<file path="src/rtl/mppio_pkg.sv">
// Shared constants and types for the multi-port parallel I/O block.
// Assumes a byte-wide register map reached over APB, one word per register.
package mppio_pkg;

	// Register indices; the byte address on APB is four times the index.
	localparam logic [7:0] MPPIO_IDX_LADDR_DATA = 8'h05;
	localparam logic [7:0] MPPIO_IDX_DBUS_DATA  = 8'h06;
	localparam logic [7:0] MPPIO_IDX_DBUS_DIR   = 8'h07;
	localparam logic [7:0] MPPIO_IDX_SER_DATA   = 8'h08;
	localparam logic [7:0] MPPIO_IDX_ANA_DATA   = 8'h0a;
	localparam logic [7:0] MPPIO_IDX_SYS_SYSTEM_OPTIONS_TWO   = 8'h38;
	localparam logic [7:0] MPPIO_IDX_EXP_DATA   = 8'h7e;
	localparam logic [7:0] MPPIO_IDX_EXP_DIR    = 8'h7f;
	localparam logic [7:0] MPPIO_IDX_SER_DIR    = 8'h80;
	localparam logic [7:0] MPPIO_IDX_LADDR_DIR  = 8'h81;

	// Field positions in the system options two register.
	localparam int MPPIO_SYSTEM_OPTIONS_TWO_OPEN_DRAIN_BIT = 6;
	localparam int MPPIO_SYSTEM_OPTIONS_TWO_READ_VIS_BIT   = 4;

	// Serial port width, the top expansion pin and the extended-address width.
	localparam int MPPIO_SER_W       = 6;
	localparam int MPPIO_EXP_RW_BIT  = 7;
	localparam int MPPIO_EXP_XA_W    = 6;

	// Reset values.
	localparam logic [7:0] MPPIO_RST_DIR   = 8'h00;
	localparam logic [7:0] MPPIO_RST_LATCH = 8'h00;
	localparam logic [7:0] MPPIO_RST_SYSTEM_OPTIONS_TWO  = 8'h00;

	// Operating modes as strapped at reset.
	typedef enum logic [1:0] {
		MPPIO_MODE_BOOT     = 2'b00,
		MPPIO_MODE_SINGLE   = 2'b01,
		MPPIO_MODE_TEST     = 2'b10,
		MPPIO_MODE_EXPANDED = 2'b11
	} mppio_mode_t;

	// One group of bidirectional pins: driven level and active-low enable.
	typedef struct packed {
		logic [7:0] out;
		logic [7:0] oe_n;
	} mppio_pin8_t;

	typedef struct packed {
		logic [MPPIO_SER_W-1:0] out;
		logic [MPPIO_SER_W-1:0] oe_n;
	} mppio_pin6_t;

	// External memory cycle requested by the CPU core.
	typedef struct packed {
		logic                      ext_write;
		logic [7:0]                addr_lo;
		logic [MPPIO_EXP_XA_W-1:0] ext_addr;
		logic [7:0]                wdata;
		logic                      int_read;
		logic [7:0]                int_rdata;
	} mppio_cpu_bus_t;

	// Serial units' claim on the serial port pins.
	typedef struct packed {
		logic [MPPIO_SER_W-1:0] enable;
		logic [MPPIO_SER_W-1:0] out;
		logic [MPPIO_SER_W-1:0] drive;
	} mppio_ser_req_t;

endpackage

</file>
<file path="src/rtl/mppio_top.sv">
// Parallel I/O ports: data-bus, serial, analog-input, low-address and expansion ports.
// Assumes an APB master on SYS_CLK_IN, mode straps and pins asynchronous to it,
// and CPU, serial and converter units on the same clock.
//
// The APB interface to the registers was left to the implementer.
`timescale 1ns/1ns

// Overview of operation
// - Single-chip/boot: data-bus port inputs, direction sets output.
// - Expanded/test: data-bus port carries external data.
// - Expanded: visibility bit drives internal reads out.
// - Single-chip: visibility bit holds clock pin low.
// - Visibility bit resets zero, written once only.
// - Open-drain mode never drives data-bus pins high in single-chip/boot.
// - Data-bus direction bits: 0 in, 1 out, reset 0.
// - Serial units take serial pins when enabled.
// - Serial pins reset inputs; data bits 7:6 read 0.
// - Serial direction bits: 0 in, 1 out.
// - Analog port input-only, no direction, feeds converter.
// - Low-address port inputs, or address lines when expanded.
// - Low-address direction bits: 0 in, 1 out.
// - Top expansion pin is read/write strobe when expanded.
// - Lower expansion pins reset to inputs everywhere.
// - Expansion pins 5:0 carry extended address when expanded.
// - Expansion data and direction reset zero.
// - Reads return pin levels; open-drain outputs return drivers.
// - Writes held in latches, driven only as outputs.
// - Special function overrides the direction register.
module mppio_top
	import mppio_pkg::*;
(
	// Clock and reset.
	input  wire logic                   SYS_CLK_IN,
	input  wire logic                   RSTN_IN,
	// APB slave.
	input  wire logic                   PSEL_IN,
	input  wire logic                   PENABLE_IN,
	input  wire logic                   PWRITE_IN,
	input  wire logic [11:0]            PADDR_IN,
	input  wire logic [31:0]            PWDATA_IN,
	output logic      [31:0]            PRDATA_OUT,
	output logic                        PREADY_OUT,
	output logic                        PSLVERR_OUT,
	// Mode straps and bus clock.
	input  wire logic [1:0]             MODE_STRAP_IN,
	input  wire logic                   BUS_CLK_IN,
	output logic                        E_PIN_OUT,
	// CPU external bus and serial units.
	input  wire mppio_cpu_bus_t         CPU_BUS_IN,
	output logic      [7:0]             EXT_RDATA_OUT,
	input  wire mppio_ser_req_t         SER_REQ_IN,
	output logic      [MPPIO_SER_W-1:0] SER_PINS_OUT,
	output logic      [7:0]             SYS_OPTIONS_OUT,
	// Data-bus port pins.
	input  wire logic [7:0]             DBUS_PINS_IN,
	output mppio_pin8_t                 DBUS_PINS_OUT,
	// Serial port pins.
	input  wire logic [MPPIO_SER_W-1:0] SER_PORT_PINS_IN,
	output mppio_pin6_t                 SER_PORT_PINS_OUT,
	// Analog input port pins and converter side.
	input  wire logic [7:0]             ANA_PINS_IN,
	output logic      [7:0]             ANA_LEVELS_OUT,
	// Low-address port pins.
	input  wire logic [7:0]             LADDR_PINS_IN,
	output mppio_pin8_t                 LADDR_PINS_OUT,
	// Expansion port pins.
	input  wire logic [MPPIO_EXP_XA_W-1:0] XADDR_EN_IN,
	input  wire logic [7:0]             EXP_PINS_IN,
	output mppio_pin8_t                 EXP_PINS_OUT
);

	// Pin synchronisers: the first stage feeds only the second.
	logic [7:0]             dbus_s1_q, dbus_s2_q;
	logic [MPPIO_SER_W-1:0] ser_s1_q, ser_s2_q;
	logic [7:0]             ana_s1_q, ana_s2_q;
	logic [7:0]             laddr_s1_q, laddr_s2_q;
	logic [7:0]             exp_s1_q, exp_s2_q;
	logic [1:0]             mode_s1_q, mode_s2_q;

	always_ff @(posedge SYS_CLK_IN or negedge RSTN_IN) begin
		if (!RSTN_IN) begin
			dbus_s1_q  <= 8'h00;
			dbus_s2_q  <= 8'h00;
			ser_s1_q   <= 6'h00;
			ser_s2_q   <= 6'h00;
			ana_s1_q   <= 8'h00;
			ana_s2_q   <= 8'h00;
			laddr_s1_q <= 8'h00;
			laddr_s2_q <= 8'h00;
			exp_s1_q   <= 8'h00;
			exp_s2_q   <= 8'h00;
			mode_s1_q  <= 2'h0;
			mode_s2_q  <= 2'h0;
		end else begin
			dbus_s1_q  <= DBUS_PINS_IN;
			dbus_s2_q  <= dbus_s1_q;
			ser_s1_q   <= SER_PORT_PINS_IN;
			ser_s2_q   <= ser_s1_q;
			ana_s1_q   <= ANA_PINS_IN;
			ana_s2_q   <= ana_s1_q;
			laddr_s1_q <= LADDR_PINS_IN;
			laddr_s2_q <= laddr_s1_q;
			exp_s1_q   <= EXP_PINS_IN;
			exp_s2_q   <= exp_s1_q;
			mode_s1_q  <= MODE_STRAP_IN;
			mode_s2_q  <= mode_s1_q;
		end
	end

	// Mode capture: straps are sampled once after release and then frozen, so that
	// later strap movement cannot take the buses away mid-run.
	logic [1:0]  mode_wait_q;
	logic        mode_valid_q;
	mppio_mode_t mode_q;

	always_ff @(posedge SYS_CLK_IN or negedge RSTN_IN) begin
		if (!RSTN_IN) begin
			mode_wait_q  <= 2'h0;
			mode_valid_q <= 1'b0;
			mode_q       <= MPPIO_MODE_SINGLE;
		end else if (!mode_valid_q) begin
			mode_wait_q <= mode_wait_q + 2'h1;
			if (mode_wait_q == 2'h2) begin
				mode_valid_q <= 1'b1;
				mode_q       <= mppio_mode_t'(mode_s2_q);
			end
		end
	end

	logic bus_mode;
	logic single_mode;
	assign bus_mode    = mode_valid_q & ((mode_q == MPPIO_MODE_EXPANDED) | (mode_q == MPPIO_MODE_TEST));
	assign single_mode = mode_valid_q & ((mode_q == MPPIO_MODE_SINGLE) | (mode_q == MPPIO_MODE_BOOT));

	// Registers.
	logic [7:0]             laddr_latch_q, laddr_dir_q;
	logic [7:0]             dbus_latch_q, dbus_dir_q;
	logic [MPPIO_SER_W-1:0] ser_latch_q, ser_dir_q;
	logic [7:0]             exp_latch_q, exp_dir_q;
	logic [7:0]             system_options_two_q;
	logic                   vis_written_q;

	// APB decode.
	logic [7:0] idx;
	logic       aligned;
	logic       setup_phase;
	logic       access_wr;
	logic       hit_laddr_data, hit_laddr_dir, hit_dbus_data, hit_dbus_dir;
	logic       hit_ser_data, hit_ser_dir, hit_ana, hit_system_options_two, hit_exp_data, hit_exp_dir;
	logic       mapped;

	assign idx            = PADDR_IN[9:2];
	assign aligned        = (PADDR_IN[1:0] == 2'h0) & (PADDR_IN[11:10] == 2'h0);
	assign hit_laddr_data = aligned & (idx == MPPIO_IDX_LADDR_DATA);
	assign hit_laddr_dir  = aligned & (idx == MPPIO_IDX_LADDR_DIR);
	assign hit_dbus_data  = aligned & (idx == MPPIO_IDX_DBUS_DATA);
	assign hit_dbus_dir   = aligned & (idx == MPPIO_IDX_DBUS_DIR);
	assign hit_ser_data   = aligned & (idx == MPPIO_IDX_SER_DATA);
	assign hit_ser_dir    = aligned & (idx == MPPIO_IDX_SER_DIR);
	assign hit_ana        = aligned & (idx == MPPIO_IDX_ANA_DATA);
	assign hit_system_options_two       = aligned & (idx == MPPIO_IDX_SYS_SYSTEM_OPTIONS_TWO);
	assign hit_exp_data   = aligned & (idx == MPPIO_IDX_EXP_DATA);
	assign hit_exp_dir    = aligned & (idx == MPPIO_IDX_EXP_DIR);
	assign mapped         = hit_laddr_data | hit_laddr_dir | hit_dbus_data | hit_dbus_dir | hit_ser_data
	                      | hit_ser_dir | hit_ana | hit_system_options_two | hit_exp_data | hit_exp_dir;
	assign setup_phase    = PSEL_IN & ~PENABLE_IN;
	assign access_wr      = PSEL_IN & PENABLE_IN & PWRITE_IN & mapped;

	// Zero wait states; an unmapped address answers with an error and no effect.
	assign PREADY_OUT  = PSEL_IN & PENABLE_IN;
	assign PSLVERR_OUT = PSEL_IN & PENABLE_IN & ~mapped;

	logic open_drain;
	logic read_vis;
	assign open_drain = system_options_two_q[MPPIO_SYSTEM_OPTIONS_TWO_OPEN_DRAIN_BIT];
	assign read_vis   = system_options_two_q[MPPIO_SYSTEM_OPTIONS_TWO_READ_VIS_BIT];

	// Data latches are written without regard to direction; they reach a pin only
	// as a general-purpose output. Latches reset to zero so no stale value can leak.
	always_ff @(posedge SYS_CLK_IN or negedge RSTN_IN) begin
		if (!RSTN_IN) begin
			laddr_latch_q <= MPPIO_RST_LATCH;
			laddr_dir_q   <= MPPIO_RST_DIR;
			dbus_latch_q  <= MPPIO_RST_LATCH;
			dbus_dir_q    <= MPPIO_RST_DIR;
			ser_latch_q   <= MPPIO_RST_LATCH[MPPIO_SER_W-1:0];
			ser_dir_q     <= MPPIO_RST_DIR[MPPIO_SER_W-1:0];
			exp_latch_q   <= MPPIO_RST_LATCH;
			exp_dir_q     <= MPPIO_RST_DIR;
			system_options_two_q        <= MPPIO_RST_SYSTEM_OPTIONS_TWO;
			vis_written_q <= 1'b0;
		end else if (access_wr) begin
			if (hit_laddr_data) laddr_latch_q <= PWDATA_IN[7:0];
			if (hit_laddr_dir)  laddr_dir_q   <= PWDATA_IN[7:0];
			if (hit_dbus_data)  dbus_latch_q  <= PWDATA_IN[7:0];
			if (hit_dbus_dir)   dbus_dir_q    <= PWDATA_IN[7:0];
			if (hit_ser_data)   ser_latch_q   <= PWDATA_IN[MPPIO_SER_W-1:0];
			if (hit_ser_dir)    ser_dir_q     <= PWDATA_IN[MPPIO_SER_W-1:0];
			if (hit_exp_data)   exp_latch_q   <= PWDATA_IN[7:0];
			if (hit_exp_dir)    exp_dir_q     <= PWDATA_IN[7:0];
			if (hit_system_options_two) begin
				system_options_two_q        <= {PWDATA_IN[7:5], system_options_two_q[MPPIO_SYSTEM_OPTIONS_TWO_READ_VIS_BIT], PWDATA_IN[3:0]};
				vis_written_q <= 1'b1;
				if (!vis_written_q) begin
					system_options_two_q[MPPIO_SYSTEM_OPTIONS_TWO_READ_VIS_BIT] <= PWDATA_IN[MPPIO_SYSTEM_OPTIONS_TWO_READ_VIS_BIT];
				end
			end
		end
	end

	// Pin ownership and drive, per port.
	logic [7:0]             dbus_out_d, dbus_oe_n_d;
	logic [7:0]             laddr_out_d, laddr_oe_n_d;
	logic [MPPIO_SER_W-1:0] ser_out_d, ser_oe_n_d;
	logic [7:0]             exp_out_d, exp_oe_n_d;
	logic                   dbus_ext_drive;
	logic [7:0]             dbus_gpio_oe_n;

	// Data-bus port: external data in bus modes, else GPIO with optional open drain.
	assign dbus_ext_drive = CPU_BUS_IN.ext_write | (CPU_BUS_IN.int_read & read_vis);
	assign dbus_gpio_oe_n = open_drain ? ~(dbus_dir_q & ~dbus_latch_q) : ~dbus_dir_q;
	assign dbus_out_d     = bus_mode ? (CPU_BUS_IN.ext_write ? CPU_BUS_IN.wdata : CPU_BUS_IN.int_rdata)
	                      : (open_drain ? 8'h00 : dbus_latch_q);
	assign dbus_oe_n_d    = !mode_valid_q ? 8'hff
	                      : bus_mode ? {8{~dbus_ext_drive}} : dbus_gpio_oe_n;

	// Low-address port: address out in bus modes, else GPIO.
	assign laddr_out_d  = bus_mode ? CPU_BUS_IN.addr_lo : laddr_latch_q;
	assign laddr_oe_n_d = !mode_valid_q ? 8'hff : (bus_mode ? 8'h00 : ~laddr_dir_q);

	// Serial port: an enabled serial unit owns its pin regardless of direction.
	assign ser_out_d  = (SER_REQ_IN.enable & SER_REQ_IN.out) | (~SER_REQ_IN.enable & ser_latch_q);
	assign ser_oe_n_d = ~((SER_REQ_IN.enable & SER_REQ_IN.drive) | (~SER_REQ_IN.enable & ser_dir_q));

	// Expansion port: top pin is the read/write strobe, low six the extended address.
	genvar gi;
	generate
		for (gi = 0; gi < 8; gi++) begin : g_exp
			if (gi == MPPIO_EXP_RW_BIT) begin : g_rw
				assign exp_out_d[gi]  = bus_mode ? ~CPU_BUS_IN.ext_write : exp_latch_q[gi];
				assign exp_oe_n_d[gi] = !mode_valid_q | (bus_mode ? 1'b0 : ~exp_dir_q[gi]);
			end else if (gi < MPPIO_EXP_XA_W) begin : g_xa
				logic xa_on;
				assign xa_on          = bus_mode & XADDR_EN_IN[gi];
				assign exp_out_d[gi]  = xa_on ? CPU_BUS_IN.ext_addr[gi] : exp_latch_q[gi];
				assign exp_oe_n_d[gi] = xa_on ? 1'b0 : ~exp_dir_q[gi];
			end else begin : g_gp
				assign exp_out_d[gi]  = exp_latch_q[gi];
				assign exp_oe_n_d[gi] = ~exp_dir_q[gi];
			end
		end
	endgenerate

	// Pin drive is registered so pads see glitch-free levels; bus timing gains a cycle.
	mppio_pin8_t dbus_pins_q, laddr_pins_q, exp_pins_q;
	mppio_pin6_t ser_pins_q;
	logic        e_pin_q;

	always_ff @(posedge SYS_CLK_IN or negedge RSTN_IN) begin
		if (!RSTN_IN) begin
			dbus_pins_q  <= '{out: 8'h00, oe_n: 8'hff};
			laddr_pins_q <= '{out: 8'h00, oe_n: 8'hff};
			ser_pins_q   <= '{out: 6'h00, oe_n: 6'h3f};
			exp_pins_q   <= '{out: 8'h00, oe_n: 8'hff};
			e_pin_q      <= 1'b0;
		end else begin
			dbus_pins_q  <= '{out: dbus_out_d, oe_n: dbus_oe_n_d};
			laddr_pins_q <= '{out: laddr_out_d, oe_n: laddr_oe_n_d};
			ser_pins_q   <= '{out: ser_out_d, oe_n: ser_oe_n_d};
			exp_pins_q   <= '{out: exp_out_d, oe_n: exp_oe_n_d};
			e_pin_q      <= (single_mode & read_vis) ? 1'b0 : BUS_CLK_IN;
		end
	end

	assign DBUS_PINS_OUT     = dbus_pins_q;
	assign LADDR_PINS_OUT    = laddr_pins_q;
	assign SER_PORT_PINS_OUT = ser_pins_q;
	assign EXP_PINS_OUT      = exp_pins_q;
	assign E_PIN_OUT         = e_pin_q;

	// Read data: pin levels, except open-drain outputs which show the driver level.
	logic [7:0] dbus_rd;
	logic [7:0] rd_mux;
	logic [31:0] prdata_q;
	assign dbus_rd = (open_drain & ~bus_mode) ? ((dbus_dir_q & dbus_latch_q) | (~dbus_dir_q & dbus_s2_q))
	               : dbus_s2_q;

	always_comb begin
		rd_mux = 8'h00;
		case (1'b1)
			hit_laddr_data: rd_mux = laddr_s2_q;
			hit_laddr_dir:  rd_mux = laddr_dir_q;
			hit_dbus_data:  rd_mux = dbus_rd;
			hit_dbus_dir:   rd_mux = dbus_dir_q;
			hit_ser_data:   rd_mux = {2'b00, ser_s2_q};
			hit_ser_dir:    rd_mux = {2'b00, ser_dir_q};
			hit_ana:        rd_mux = ana_s2_q;
			hit_system_options_two:       rd_mux = system_options_two_q;
			hit_exp_data:   rd_mux = exp_s2_q;
			hit_exp_dir:    rd_mux = exp_dir_q;
			default:        rd_mux = 8'h00;
		endcase
	end

	// Read data is caught in the setup cycle and held through the access cycle.
	always_ff @(posedge SYS_CLK_IN or negedge RSTN_IN) begin
		if (!RSTN_IN) begin
			prdata_q <= 32'h0000_0000;
		end else if (setup_phase) begin
			prdata_q <= {24'h00_0000, rd_mux};
		end
	end

	assign PRDATA_OUT = prdata_q;

	// Side outputs to the CPU, serial units and converter.
	assign EXT_RDATA_OUT   = dbus_s2_q;
	assign SER_PINS_OUT    = ser_s2_q;
	assign ANA_LEVELS_OUT  = ana_s2_q;
	assign SYS_OPTIONS_OUT = system_options_two_q;

endmodule

</file>
<file path="config.mk">
export PLATFORM = sky130hd
export DESIGN_NAME = mppio_top
export DESIGN_NICKNAME = d
export VERILOG_FILES = /design/src/rtl/mppio_pkg.sv /design/src/rtl/mppio_top.sv
export SDC_FILE = /design/constraint.sdc
export NUM_CORES = 1
export LEC_CHECK = 0
export BUFFER_PORTS_ARGS = -buffer_cell sky130_fd_sc_hd__buf_4
export CORE_UTILIZATION = 49
export CTS_BUF_LIST = sky130_fd_sc_hd__clkbuf_4
export CTS_CLUSTER_DIAMETER = 150
export CTS_CLUSTER_SIZE = 16
export DETAILED_ROUTE_END_ITERATION = 12
export GPL_TIMING_DRIVEN = 0
export PLACE_DENSITY = 0.77
export SYNTH_ARGS = -nofsm -noshare
export SYNTH_HDL_FRONTEND = slang
export SYNTH_SLANG_ARGS = --single-unit
</file>
<file path="constraint.sdc">
create_clock -name SYS_CLK_IN -period 3.55 [get_ports SYS_CLK_IN]
set_input_delay 0.1775 -clock SYS_CLK_IN [delete_from_list [all_inputs] [get_ports SYS_CLK_IN]]
set_output_delay 0.1775 -clock SYS_CLK_IN [all_outputs]
set_load 0.005 [all_outputs]
</file>
# --- Word level (Yosys, flattened, before mapping) ---
# Index checks and enable logic that the tools add are counted.
classes:
  n_addsub: 1
  bitwise: 71
  eq_ne: 14
  mux: 37
  n_reduce_logical: 15
op_table:
  columns: ["cell", "count"]
  rows:
  - ["$mux 8", 20]
  - ["$not 8->8", 4]
  - ["$and 1x1->1", 27]
  - ["$and 6x6->6", 4]
  - ["$and 8x8->8", 3]
  - ["$eq 8x3->1 const B", 3]
  - ["$reduce_and 2->1", 10]
  - ["$mux 1", 17]
  - ["$eq 8x4->1 const B", 2]
  - ["$eq 8x7->1 const B", 2]
  - ["$eq 8x8->1 const B", 2]
  - ["$not 1->1", 15]
  - ["$or 1x1->1", 13]
  - ["$not 6->6", 2]
  - ["$or 6x6->6", 2]
  - ["$eq 8x6->1 const B", 1]
  - ["$or 8x8->8", 1]
  - ["$eq 2x2->1 const B", 3]
  - ["$logic_not 2->1", 3]
  - ["$reduce_and 3->1", 1]
  - ["$add 2x1->2 const B", 1]
  - ["$eq 2x1->1 const B", 1]
  - ["$logic_not 1->1", 1]
word_totals:
  wordCells: 174
  inputBits: 146
  ff_bits: 223

# --- Depth between registers and ports, before layout ---
depth:
  ltp_word: 14
  ltp_mapped: 8

# --- Worst setup path after synthesis ---
# Ideal clock, no wire load.
synth_timing:
  path_type: "input port to flip-flop"
  from: "input PADDR_IN[1]"
  to: "register system_options_two_q[4] (netlist: SYS_OPTIONS_OUT[4])"
  required_ns: 3.425
  path_buffers: 2
  arrival_ns: 1.969
  slack_ns: 1.456
  cell_stages: 8
  path_cell_list: "or4_4 buf_6 or3_1 buf_2 nor2_2 nand2_2 nor2_2 mux2_2"
synth_via:
  elab_chain_len: 14
  elab_cells_between_ends: 23
synth_lines:
  columns: ["item", "line_no", "text"]
  rows:
  - ["from (decl)", "mppio_top.sv:39", "input wire logic [11:0] PADDR_IN,"]
  - ["$logic_not 2->1 *", "mppio_top.sv:153", "assign aligned = (PADDR_IN[1:0] == 2'h0) & (PADDR_IN[11:10] == 2'h0);"]
  - ["$and 1x1->1 *", "mppio_top.sv:153", null]
  - ["$and 1x1->1 (on tied branches)", "mppio_top.sv:154, mppio_top.sv:155", null]
  - ["$or 1x1->1 (4 in series)", "mppio_top.sv:164", "assign mapped = hit_laddr_data | hit_laddr_dir | hit_dbus_data | hit_dbus_dir | hit_ser_data"]
  - ["$or 1x1->1 (5 in series)", "mppio_top.sv:165", "| hit_ser_dir | hit_ana | hit_system_options_two | hit_exp_data | hit_exp_dir;"]
  - ["$and 1x1->1", "mppio_top.sv:167", "assign access_wr = PSEL_IN & PENABLE_IN & PWRITE_IN & mapped;"]
  - ["$reduce_and 3->1 (no source line) *", null, null]
  - ["to (signal assigned)", "mppio_top.sv:202", "system_options_two_q <= {PWDATA_IN[7:5], system_options_two_q[MPPIO_SYSTEM_OPTIONS_TWO_READ_VIS_BIT], PWDATA_I ..."]
  - ["to (signal, indexed assignment)", "mppio_top.sv:205", "system_options_two_q[MPPIO_SYSTEM_OPTIONS_TWO_READ_VIS_BIT] <= PWDATA_IN[MPPIO_SYSTEM_OPTIONS_TWO_READ_VIS_BIT ..."]
  - ["to (decl)", "mppio_top.sv:140", "logic [7:0] system_options_two_q;"]
# Every way passes the cells marked *; elsewhere a longest branch is shown, timed or not.
# A chain may end at the register's enable or synchronous reset.

# --- Worst setup path after layout ---
layout_timing:
  from: "input PADDR_IN[3]"
  to: "output PSLVERR_OUT"
layout_via:
  elab_chain_len: 13
  elab_cells_between_ends: 31
layout_lines:
  columns: ["item", "line_no", "text"]
  rows:
  - ["$eq 8x3->1 or $eq 8x8->1 (tied branches)", "mppio_top.sv:154, mppio_top.sv:155", null]
  - ["$and 1x1->1 (on tied branches)", "mppio_top.sv:154, mppio_top.sv:155", null]
  - ["$or 1x1->1 (4 in series)", "mppio_top.sv:164", null]
  - ["$or 1x1->1 (4 in series)", "mppio_top.sv:165", null]
  - ["$or 1x1->1 *", "mppio_top.sv:165", null]
  - ["$not 1->1 *", "mppio_top.sv:171", "assign PSLVERR_OUT = PSEL_IN & PENABLE_IN & ~mapped;"]
  - ["$and 1x1->1 *", "mppio_top.sv:171", null]
  - ["to (decl)", "mppio_top.sv:43", "output logic PSLVERR_OUT,"]
# Marked as above.

==> metrics <==
CP arrival 2.54 ns; die height 136 µm; post-route setup TNS 0 ns; EDFF count, synth 0; post-synthesis compound-gate area fraction 9.05%; Hold Path Class input pin to flop; # resized after CTS 0; Non-Filler Instances 1278; GRT Residual Overflow 0; endpoint class of the critical path output pin; Startpoint Class input pin; DRC violations left 0; CTS tree built; hold_buf cts 110; final hold vios 0; Mean Syn Cell Area 13.1 µm²; dpl cells 1138; combinational power share 12.4%; Pint 3.34 mW; Overall Global Routing Usage 27.5%; number of global-route vias before repair 6790; worst-margin pin slew 0.728 ns; Clock Tree Root clkbuf_4; core footprint 0.0174 mm²; pwr dens 359 mW/mm²; VDD IR-drop max 0.000341 V; Switching Fraction 23.4%; die width 136 µm; CP dominant cell by count buf_4; Final ANT Viol Nets 0; Clock power frac 26.8%; Reg power frac 60.7%; worst-path fanout max 10; first-pass detailed-route iteration total 7; CTS clk-pin slew, worst paths 0.17 ns; Initial Util 50.4%; post-synthesis adder-cell area fraction 0.143%; R2R depth 8; Synth Warn # 0; DR iter-0 viols 477; Area Overhead vs Synth 39.0%; WS Path Type input pin to output pin; Reg2Reg Launch Point SYS_OPTIONS_OUT[6]$_DFFE_PN0P_; WHS Endpoint PRDATA_OUT[7]$_DFFE_PN0P_; share of synthesized area spent on multiplexers 13.9%; minimum clock period 2.71 ns; leakage 5.88 nW; largest family of logic cells by synthesized area multiplexers; Filler Cells Inserted 1217; global-route wire length before repair 37700 µm; Max Clk Rate 368 MHz; library cells used by synthesis 67; Rel. slew slack 50.2%; predominant post-synthesis flop cell dfrtp_1; worst path cell trace buf_4 > clkbuf_1 > nor3b_1 > o21ai_0 > nor2_1 > mux2_2 > a2111oi_0 > buf_4; R2R Path End PRDATA_OUT[4]$_DFFE_PN0P_; Critical Path RT 3.37 ns; worst skew pair latency 0.62 ns; port bufs 218; Vias 6754; worst min-delay path startpoint PSEL_IN; Post-Synth Simple-Gate Area 9.52%; reg-to-reg slack, setup 1.31 ns; final wirelength 24900 µm; WHS 0.0630 ns; CTS max path bufs 3; crit-path max cell delay 0.69 ns; Via density 5.28; post-CTS setup repair buffer count 0; drt wl/cell 19.5 µm; max_cap viols 0; fin. max-slew vios 0; Site Rows 48; async set or reset register ratio after synthesis 100%; routability cong. 0.920; antenna violations before repair 1; H-tree lvl count 1; Slowest cell on crit path a2111oi_0; post-synthesis sequential area ratio 63.3%; cell area after synthesis 0.00876 mm²; layout cells sized above 1 39.7%; TritonCTS sink count 220; status finished clean; area of the die 0.0184 mm²; detailed placement HPWL 17000 µm; CTS Buf Count 17; largest net degree at the start of global routing 83; cell count after synthesis 670; Final Power 4.36 mW; RSZ-0062 raised after global routing no; final clock period utilization by the worst path 76.4%; Final Net Count 1189; Post-Synth XOR/XNOR Area 0.100%; Worst Hold Depth 4; Setup violations, final 0; Synth Register Bits 220; sw power 1.02 mW; IO Pins 271; Post-Route Skew 0.0292 ns
cells in the final DEF (no fill, tap or decap), types with 10 or more instances in the layout:
master / instances
buf_4: 242
dfrtp_1: 190
dlygate4sd3_1: 110
mux2_2: 85
nand2_1: 63
o21ai_0: 43
dfstp_2: 30
clkbuf_4: 28
mux2i_1: 26
conb_1: 24
a21oi_1: 19
clkbuf_1: 17
nand3_1: 13
nor2_1: 12
a21boi_0: 10
flip-flops by register name (all words and copies together) (netlist names), 12 cells and up:
| name | cells |
|---|---|
| SER_PORT_PINS_OUT | 12 |
| LADDR_PINS_OUT | 16 |
| EXP_PINS_OUT | 16 |
| DBUS_PINS_OUT | 16 |
area by class of cell:
class | instances | area (µm²) | share of cell area [%]
sequential | 220 | 5540 | 45.6
multi-input combinational | 411 | 2950 | 24.3
timing repair buffer | 330 | 2800 | 23.0
buffer | 55 | 319 | 2.62
tap | 225 | 282 | 2.31
clock buffer | 28 | 210 | 1.73
clock inverter | 1 | 30.0 | 0.247
inverter | 7 | 26.3 | 0.216
antenna | 1 | 2.50 | 0.0206
metal layers:
layer	global-route usage (%)	vias up	routed length, µm
li1	-	3087	-
met1	36.1	3340	10100
met2	46.4	283	12300
met3	4.38	44	1750
met4	9.18	0	748
met5	0	-	0
power by group through the flow:
| stage | clock (mW) | sequential, mW | combinational (mW) |
|---|---|---|---|
| after detailed placement | 0 | 2.70 | 0.437 |
| after global routing | 1.29 | 2.66 | 0.590 |
| after CTS | 1.20 | 2.65 | 0.537 |
| after global placement | 0 | 2.69 | 0.420 |
| after floorplan | 0 | 2.69 | 0.127 |
| final | 1.17 | 2.65 | 0.541 |
cells by family (layout without fill, tap and decap cells):
group,count (synthesis),after routing
simple gates,154,154
flops,220,220
fa+ha+maj,1,1
other cells,1,25
buf+inv,62,421
compound gates,120,120
mux,111,111
xor+xnor,1,1
worst max-delay path by stage:
stage / end / from / cells after the start / slack (ns)
final: PSLVERR_OUT / PADDR_IN[3] / 8 / 0.84
after global routing: PSLVERR_OUT / PADDR_IN[3] / 8 / 0.70
after CTS: PSLVERR_OUT / PADDR_IN[3] / 8 / 0.89
after detailed placement: PSLVERR_OUT / PADDR_IN[3] / 8 / 0.90
after global placement: EXP_PINS_OUT[9]$_DFF_PN0_ / RSTN_IN / 1 / 0.82
after floorplan: SYS_OPTIONS_OUT[4]$_DFFE_PN0P_ / PADDR_IN[1] / 8 / 1.46
Yosys cell counts (5+ instances only):
master	number	area share (%)
buf_2	9	0.51
nand3_1	13	0.74
o21ai_0	43	2.5
nand3b_1	8	0.69
dfstp_2	30	9.0
a221o_1	6	0.69
and2_1	7	0.50
a21boi_0	10	0.86
mux2i_1	26	3.0
dfrtp_1	190	54
a21oi_1	19	1.1
clkbuf_1	17	0.73
mux2_2	85	11
inv_1	7	0.30
nand2_1	63	2.7
o22a_1	5	0.50
buf_4	25	2.1
nor3_1	7	0.40
nor2_1	12	0.51
per-stage QoR:
stage / worst slack (ns) / util, % / area, µm²
finish: 0.836 / 70.1 / 12200
global route: 0.702 / 70.1 / 12200
CTS: 0.890 / 70.1 / 12200
detailed placement: 0.901 / 62.4 / 10800
global placement: 0.821 / 62.0 / 10800
floorplan: 1.46 / - / 8840
critical path, delay by kind of cell:
| family | cells | cell delay, ns |
|---|---|---|
| compound gates | 2 | 1.04 |
| mux | 1 | 0.29 |
| simple gates | 2 | 0.40 |
| buf+inv | 3 | 0.63 |
Power figures use the tool's default switching activity.
